File: config.mk
export PLATFORM = sky130hd
export DESIGN_NAME = alrt_regs
export DESIGN_NICKNAME = d
export VERILOG_FILES = /design/src/verilog/alrt_pkg.sv /design/src/verilog/alrt_regs.sv
export SDC_FILE = /design/constraint.sdc
export NUM_CORES = 1
export LEC_CHECK = 0
export BUFFER_PORTS_ARGS = -buffer_cell sky130_fd_sc_hd__buf_2
export CELL_PAD_IN_SITES_DETAIL_PLACEMENT = 1
export CELL_PAD_IN_SITES_GLOBAL_PLACEMENT = 2
export CORE_ASPECT_RATIO = 2
export CORE_UTILIZATION = 31
export CTS_BUF_LIST = sky130_fd_sc_hd__clkbuf_8 sky130_fd_sc_hd__clkbuf_16
export CTS_CLUSTER_DIAMETER = 120
export DETAILED_ROUTE_END_ITERATION = 12
export GPL_ROUTABILITY_DRIVEN = 1
export PLACE_DENSITY = 0.84
export SKIP_LAST_GASP = 1
export SYNTH_ARGS = -nofsm -noshare
export SYNTH_HDL_FRONTEND = slang
export SYNTH_SLANG_ARGS = --single-unit
File: constraint.sdc
create_clock -name clk -period 2.8 [get_ports clk]
set_input_delay 0 -clock clk [delete_from_list [all_inputs] [get_ports clk]]
set_output_delay 0 -clock clk [all_outputs]
set_load 0.01 [all_outputs]
File: src/verilog/alrt_pkg.sv
/*
 * Constants for the alert control and identification register bank:
 * register offsets, field positions, reset values and limit-check codes.
 * Assumes an 8-bit register pointer port driven by the serial front end.
 */
package alrt_pkg;

    // register offsets (8-bit pointer)
    localparam logic [7:0] ALRT_OFS_SELECT = 8'h06;
    localparam logic [7:0] ALRT_OFS_THRESHOLD = 8'h07;
    localparam logic [7:0] ALRT_OFS_MAKER = 8'hFE;
    localparam logic [7:0] ALRT_OFS_DIE = 8'hFF;

    // select/flags register field positions
    localparam int ALRT_BIT_OVERCURRENT = 15;
    localparam int ALRT_BIT_UNDERCURRENT = 14;
    localparam int ALRT_BIT_BUS_OVER = 13;
    localparam int ALRT_BIT_BUS_UNDER = 12;
    localparam int ALRT_BIT_POWER_OVER = 11;
    localparam int ALRT_BIT_DONE_ENABLE = 10;
    localparam int ALRT_BIT_HIT_FLAG = 4;
    localparam int ALRT_BIT_DONE_FLAG = 3;
    localparam int ALRT_BIT_OVERFLOW = 2;
    localparam int ALRT_BIT_POLARITY = 1;
    localparam int ALRT_BIT_LATCH = 0;

    // die code layout
    localparam int ALRT_DEVICE_MSB = 15;
    localparam int ALRT_DEVICE_LSB = 4;
    localparam int ALRT_REV_MSB = 3;

    // reset values
    localparam logic [15:0] ALRT_RST_SELECT = 16'h0000;
    localparam logic [15:0] ALRT_RST_THRESHOLD = 16'h0000;

    // arbitrary neutral identity values, not those of any real part
    localparam logic [15:0] ALRT_MAKER_DEFAULT = 16'h1A2B;
    localparam logic [11:0] ALRT_DEVICE_DEFAULT = 12'h3C4;
    localparam logic [3:0] ALRT_REV_DEFAULT = 4'h1;

    // selected limit check, one-hot
    typedef enum logic [5:0] {
        ALRT_FN_NONE = 6'b000001,
        ALRT_FN_OVERCURRENT = 6'b000010,
        ALRT_FN_UNDERCURRENT = 6'b000100,
        ALRT_FN_BUS_OVER = 6'b001000,
        ALRT_FN_BUS_UNDER = 6'b010000,
        ALRT_FN_POWER_OVER = 6'b100000
    } alrt_fn_t;

endpackage : alrt_pkg

File: src/verilog/alrt_regs.sv
/*
 * Alert control and identification registers of a current, voltage and
 * power monitor: selection/flags, threshold, maker and die codes, the
 * limit comparison and the open-collector alert pin.
 * Assumes the serial front end and the measurement path share clk and
 * present single-cycle strobes; the alert pin is pulled up externally.
 */
`timescale 1ns/1ps

// Notes on behaviour
// - overflow flag sets when arithmetic overflows
// - polarity bit picks low or high active
// - latch bit picks transparent or latched alert
// - transparent alert follows the fault going away
// - latched alert holds until select register read
// - threshold compared with selected measurement
// - threshold uses selected measurement's number format
// - threshold is 16-bit read/write, resets zero
// - read-only 16-bit maker code
// - die code: device upper, revision lower
// - one of five checks, plus done notification
// - marginal fault alerts within two conversions
// - large faults may alert sooner
// - highest enabled check bit wins
// - hit flag clear depends on latch mode
// - done flag set/clear conditions
// - done enable drives alert on done flag
module alrt_regs #(
    parameter logic [15:0] MAKER_CODE = alrt_pkg::ALRT_MAKER_DEFAULT,
    parameter logic [11:0] DEVICE_CODE = alrt_pkg::ALRT_DEVICE_DEFAULT,
    parameter logic [3:0] REV_CODE = alrt_pkg::ALRT_REV_DEFAULT
) (
    // clock and reset
    input wire logic clk,
    input wire logic sys_rst,
    // register port from the serial front end
    input wire logic [7:0] reg_addr,
    input wire logic reg_wr,
    input wire logic reg_rd,
    input wire logic [15:0] reg_wdata,
    output logic [15:0] reg_rdata,
    // configuration register events
    input wire logic cfg_write,
    input wire logic cfg_powerdown,
    // measurement path, results valid on meas_valid
    input wire logic meas_valid,
    input wire logic meas_overflow,
    input wire logic [15:0] meas_current,
    input wire logic [15:0] meas_bus_volt,
    input wire logic [15:0] meas_power,
    // open-collector alert pin, output always low
    output logic alert_out,
    output logic alert_oe
);
    import alrt_pkg::*;

    ////////////////////////////////////////////////////////////////////////
    // helpers

    // signed compare for current, unsigned for voltage and power
    function automatic logic above(input logic [15:0] a, input logic [15:0] b,
                                   input logic signed_fmt);
        if (signed_fmt) begin
            above = $signed(a) > $signed(b);
        end else begin
            above = a > b;
        end
    endfunction : above

    ////////////////////////////////////////////////////////////////////////
    // state

    logic [5:0] check_enable;
    logic done_enable;
    logic polarity;
    logic latch_mode;
    logic hit_flag;
    logic done_flag;
    logic overflow_flag;
    logic [15:0] threshold;
    logic alert_level;

    ////////////////////////////////////////////////////////////////////////
    // decode

    wire sel_access = reg_addr == ALRT_OFS_SELECT;
    wire select_wr = reg_wr && sel_access;
    wire select_rd = reg_rd && sel_access;
    wire threshold_wr = reg_wr && reg_addr == ALRT_OFS_THRESHOLD;
    // power-down selection leaves the done flag alone
    wire done_clear = (cfg_write && !cfg_powerdown) || select_rd;

    // highest enabled check wins
    alrt_fn_t fn_sel;
    assign fn_sel = check_enable[5] ? ALRT_FN_OVERCURRENT :
                    check_enable[4] ? ALRT_FN_UNDERCURRENT :
                    check_enable[3] ? ALRT_FN_BUS_OVER :
                    check_enable[2] ? ALRT_FN_BUS_UNDER :
                    check_enable[1] ? ALRT_FN_POWER_OVER : ALRT_FN_NONE;

    // threshold read in the selected measurement's own format
    logic limit_hit;
    always_comb begin
        case (fn_sel)
            ALRT_FN_OVERCURRENT: limit_hit = above(meas_current, threshold, 1'b1);
            ALRT_FN_UNDERCURRENT: limit_hit = above(threshold, meas_current, 1'b1);
            ALRT_FN_BUS_OVER: limit_hit = above(meas_bus_volt, threshold, 1'b0);
            ALRT_FN_BUS_UNDER: limit_hit = above(threshold, meas_bus_volt, 1'b0);
            ALRT_FN_POWER_OVER: limit_hit = above(meas_power, threshold, 1'b0);
            default: limit_hit = 1'b0;
        endcase
    end

    // next flag values; a setting event beats a read clear
    wire next_hit = meas_valid ? (latch_mode ? (limit_hit || (hit_flag && !select_rd))
                                             : limit_hit)
                               : (hit_flag && !(latch_mode && select_rd));
    wire next_done = meas_valid || (done_flag && !done_clear);
    wire next_overflow = (meas_valid && meas_overflow) || (overflow_flag && !select_rd);
    wire next_level = next_hit || (done_enable && next_done);

    wire [15:0] select_word = {check_enable[5:1], done_enable, 5'h00, hit_flag, done_flag,
                               overflow_flag, polarity, latch_mode};
    wire [15:0] die_word = {DEVICE_CODE, REV_CODE};

    logic [15:0] next_rdata;
    always_comb begin
        case (reg_addr)
            ALRT_OFS_SELECT: next_rdata = select_word;
            ALRT_OFS_THRESHOLD: next_rdata = threshold;
            ALRT_OFS_MAKER: next_rdata = MAKER_CODE;
            ALRT_OFS_DIE: next_rdata = die_word;
            default: next_rdata = 16'h0000;
        endcase
    end

    ////////////////////////////////////////////////////////////////////////
    // control registers written by the host

    always_ff @(posedge clk or posedge sys_rst) begin
        if (sys_rst) begin
            check_enable <= ALRT_RST_SELECT[ALRT_BIT_OVERCURRENT:ALRT_BIT_DONE_ENABLE];
            polarity <= ALRT_RST_SELECT[ALRT_BIT_POLARITY];
            latch_mode <= ALRT_RST_SELECT[ALRT_BIT_LATCH];
        end else if (select_wr) begin
            check_enable <= reg_wdata[ALRT_BIT_OVERCURRENT:ALRT_BIT_DONE_ENABLE];
            polarity <= reg_wdata[ALRT_BIT_POLARITY];
            latch_mode <= reg_wdata[ALRT_BIT_LATCH];
        end
    end
    assign done_enable = check_enable[0];

    // threshold register
    // limitation: no format check; the host loads it in the selected format
    always_ff @(posedge clk or posedge sys_rst) begin
        if (sys_rst) begin
            threshold <= ALRT_RST_THRESHOLD;
        end else if (threshold_wr) begin
            threshold <= reg_wdata;
        end
    end

    ////////////////////////////////////////////////////////////////////////
    // flags; evaluated once per conversion, so alert lands one cycle after
    // the result the measurement path hands over, whatever its averaging
    // hazard: a result and a clearing read in one cycle; the set wins

    always_ff @(posedge clk or posedge sys_rst) begin
        if (sys_rst) begin
            hit_flag <= 1'b0;
            done_flag <= 1'b0;
            overflow_flag <= 1'b0;
            alert_level <= 1'b0;
        end else begin
            hit_flag <= next_hit;
            done_flag <= next_done;
            overflow_flag <= next_overflow;
            alert_level <= next_level;
        end
    end

    ////////////////////////////////////////////////////////////////////////
    // read data and pin; read data latched on the strobe, so it holds the
    // flags as they stood before the same edge cleared them

    always_ff @(posedge clk or posedge sys_rst) begin
        if (sys_rst) begin
            reg_rdata <= 16'h0000;
        end else if (reg_rd) begin
            reg_rdata <= next_rdata;
        end
    end

    // open collector: pin pulled low while the enable is high
    // never driven high, so the external pull-up gives the released level
    always_ff @(posedge clk or posedge sys_rst) begin
        if (sys_rst) begin
            alert_oe <= 1'b0;
            alert_out <= 1'b0;
        end else begin
            alert_oe <= next_level ^ polarity;
            alert_out <= 1'b0;
        end
    end
endmodule : alrt_regs
==> results.sh <==
export IMPL_worst_setup_path_start_kind="register"
export IMPL_hold_viol_final=0
export IMPL_fill_cells=1274
export IMPL_synth_cell_types=47
export IMPL_multi_input_area_um2=1880
export IMPL_p_leak_nw=2.20
export IMPL_hpwlAfterDp_mm=8.16
export IMPL_cts_sinks=44
export IMPL_drive_above_1_share_pct=31.8
export IMPL_synthCells=349
export IMPL_synth_top_cells_by_area="dfrtp_1 34%, ha_1 18%, mux2_2 11%, inv_1 6.7%, a21oi_1 6.5%"
export IMPL_skew_ps=8.84
export IMPL_critPathMaxFanout=5
export IMPL_track_usage_pct=19.2
export IMPL_yosysWarningCount=0
export IMPL_crit_chain="ha_1 > and4_1 > nand3_2 > or4_1 > nand3_1 > mux2i_1 > a311oi_2 > and4_1 > nor3_2"
export IMPL_core_area_um2=10100
export IMPL_cp_slowest_stage_delay_ps=540
export IMPL_ir_worst_vdd_mv=0.409
export IMPL_wl_per_cell_um=16.6
export IMPL_ys_seq_area_share_pct=33.9
export IMPL_maxSlewViolCount=0
export IMPL_viasPerCell=4.98
export IMPL_power_total_mw=1.70
export IMPL_numPortBuffers=96
export IMPL_grt_max_degree=45
export IMPL_setup_viol=0
export IMPL_diodes=0
export IMPL_cts_tree="yes"
export IMPL_setup_tns_ps=0
export IMPL_initial_core_util_pct=32.0
export IMPL_synth_top_area_cell="dfrtp_1"
export IMPL_dr_pass1_iters=4
export IMPL_hold_path_class="in -> reg"
export IMPL_finalCriticalPeriod_ps=2600
export IMPL_post_cts_buffers=0
export IMPL_wl_mm=9.97
export IMPL_vias=2993
export IMPL_worst_pin_slew_ps=658
export IMPL_async_reset_ff_share_pct=100
export IMPL_path_common_cell="and4_1"
export IMPL_path_class="reg -> reg"
export IMPL_clk_insertion_delay_late_ps=290
export IMPL_htree_levels=2
export IMPL_max_freq_mhz=385
export IMPL_root_buffer="clkbuf_16"
export IMPL_synthFlopType="dfrtp_1"
export IMPL_drt_initial_drc_count=67
export IMPL_fp_dieW_um=74.4
export IMPL_grt_overflow=0
export IMPL_instances_no_fill=601
export IMPL_max_cap_violations=0
export IMPL_worstPathRequired_ps=2980
export IMPL_syn_nets=477
export IMPL_cp_arrival_ps=2780
export IMPL_cts_buffers=5
export IMPL_clock_path_buffers=2
export IMPL_regArea_um2=1100
export IMPL_gp_congestion=0.789
export IMPL_syn_to_final_growth_pct=30.0
export IMPL_synth_edf_count=0
export IMPL_ys_top_cells_by_count="58 x inv_1, 48 x ha_1, 44 x dfrtp_1, 42 x a21oi_1, 33 x mux2_2"
export IMPL_syn_area_um2=3250
export IMPL_yosys_register_bits=44
export IMPL_post_route_period_util_pct=92.9
export IMPL_dp_cells=575
export IMPL_clk_pin_slew_ps=70
export IMPL_grt_pass1_wl_mm=15.6
export IMPL_top_regs="reg_rdata (16), threshold (16), check_enable (6)"
export IMPL_io_pins=98
export IMPL_crit_slowest_cell="or4_1"
export IMPL_ant_nets=0
export IMPL_rsz0062_at_grt="false"
export IMPL_row_count=52
export IMPL_syn_area_per_cell_um2=9.31
export IMPL_crit_buf_inv=0
export IMPL_die_h_um=147
export IMPL_antenna_found_initial=0
export IMPL_endpoint_kind="register"
export IMPL_post_route_drc_count=0
export IMPL_status="finished, final reports clean"
export IMPL_synth_top_area_share_pct=33.9
export IMPL_critPathTopFamily="simple AND/OR/NAND/NOR gates"
export IMPL_grt_pass1_vias=3283
export IMPL_design_die_area_um2=10900
export IMPL_yosysMostFrequentCell="inv_1"
export IMPL_whs_ps=7.89
export IMPL_power_density_nw_per_um2=402
export IMPL_slew_headroom_pct=56.0
export IMPL_nets=593
metal layers:
metal	routed length [um]	GRT usage, %	part of all wire [%]	vias to the layer above
met1	3610	19.9	36	1447
met3	280	2.19	2.8	19
li1	-	-	-	1452
met4	382	8.77	3.8	0
met5	0	0	0	-
met2	5700	36.4	57	75
timing repair:
item,CTS,global route
hold endpoints to repair,69,0
endpoints found under the setup margin,0,1
gates resized for setup,0,1
hold buffers,18,0
final timing paths:
path / startpoint / end / slack [ps] / cells past startpoint
worst max-delay path: threshold[13] / alert_oe / 200 / 9
worst min-delay path: meas_valid / overflow_flag / 8 / 2
worst max register to register: threshold[13] / alert_oe / 200 / 9
worst min register to register: overflow_flag / overflow_flag / 520 / 1
max in group asynchronous: sys_rst / reg_rdata[4] / 2000 / 4
min in group asynchronous: sys_rst / check_enable[2] / 380 / 4
cells in the final DEF, fill, tap and decap left out, types with 2 or more instances in the layout:
cell | Yosys | final
nor3_1 | 2 | 2
nand3_1 | 17 | 17
nor2b_1 | 3 | 3
a21boi_0 | 3 | 3
a21o_1 | 3 | 3
dfrtp_1 | 44 | 44
o21ai_0 | 10 | 10
inv_1 | 58 | 58
o211ai_1 | 3 | 3
ha_1 | 48 | 48
nand2b_1 | 2 | 2
buf_2 | 0 | 96
a21oi_1 | 42 | 42
buf_4 | 2 | 4
nand4_1 | 11 | 11
dlygate4sd3_1 | 0 | 18
nand2_1 | 14 | 14
mux2_2 | 33 | 33
nor2_1 | 17 | 17
a22o_1 | 2 | 2
and4_1 | 2 | 2
clkbuf_16 | 0 | 5
worst reg2reg max path, stage by stage, from the launching register on:
cell and delay [ps]:
dfrtp_1 450, ha_1 330, and4_1 230, nand3_2 120, or4_1 540, nand3_1 100, mux2i_1 80, a311oi_2 320
and4_1 260, nor3_2 50
area by class of cell:
type	instances	share of cell area (%)
multi-input combinational	238	44.5
inverter	58	5.15
timing repair buffer	118	16.4
clock inverter	3	0.918
clock buffer	5	2.96
tap	135	4.00
sequential	44	26.1
cells by family (layout without fill, tap and decap cells):
family / Yosys count / after routing / synth area share, %
adder cells (fa/ha/maj): 48 / 48 / 18.5
AND/OR/NAND/NOR: 80 / 80 / 13.6
AO/OA/AOI/OAI: 74 / 74 / 13.6
flip-flops: 44 / 44 / 33.9
other: 1 / 1 / 0.115
buffers and inverters: 67 / 184 / 8.20
XOR/XNOR: 1 / 1 / 0.270
multiplexers: 34 / 34 / 11.7
through the flow:
stage,instance area (um^2),util (%),setup slack [ps]
after floorplan,3250,-,415
after global placement,3880,38.2,281
after detailed placement,3880,38.2,213
after CTS,4220,41.6,196
after global routing,4220,41.6,31.3
final,4220,41.6,199
power by group:
| group | switching (mW) | internal (mW) |
|---|---|---|
| Combinational | 0.169 | 0.163 |
| Sequential | 0.0322 | 0.666 |
| Clock | 0.251 | 0.416 |
| Total | 0.451 | 1.25 |
Power figures use the tool's default switching activity.
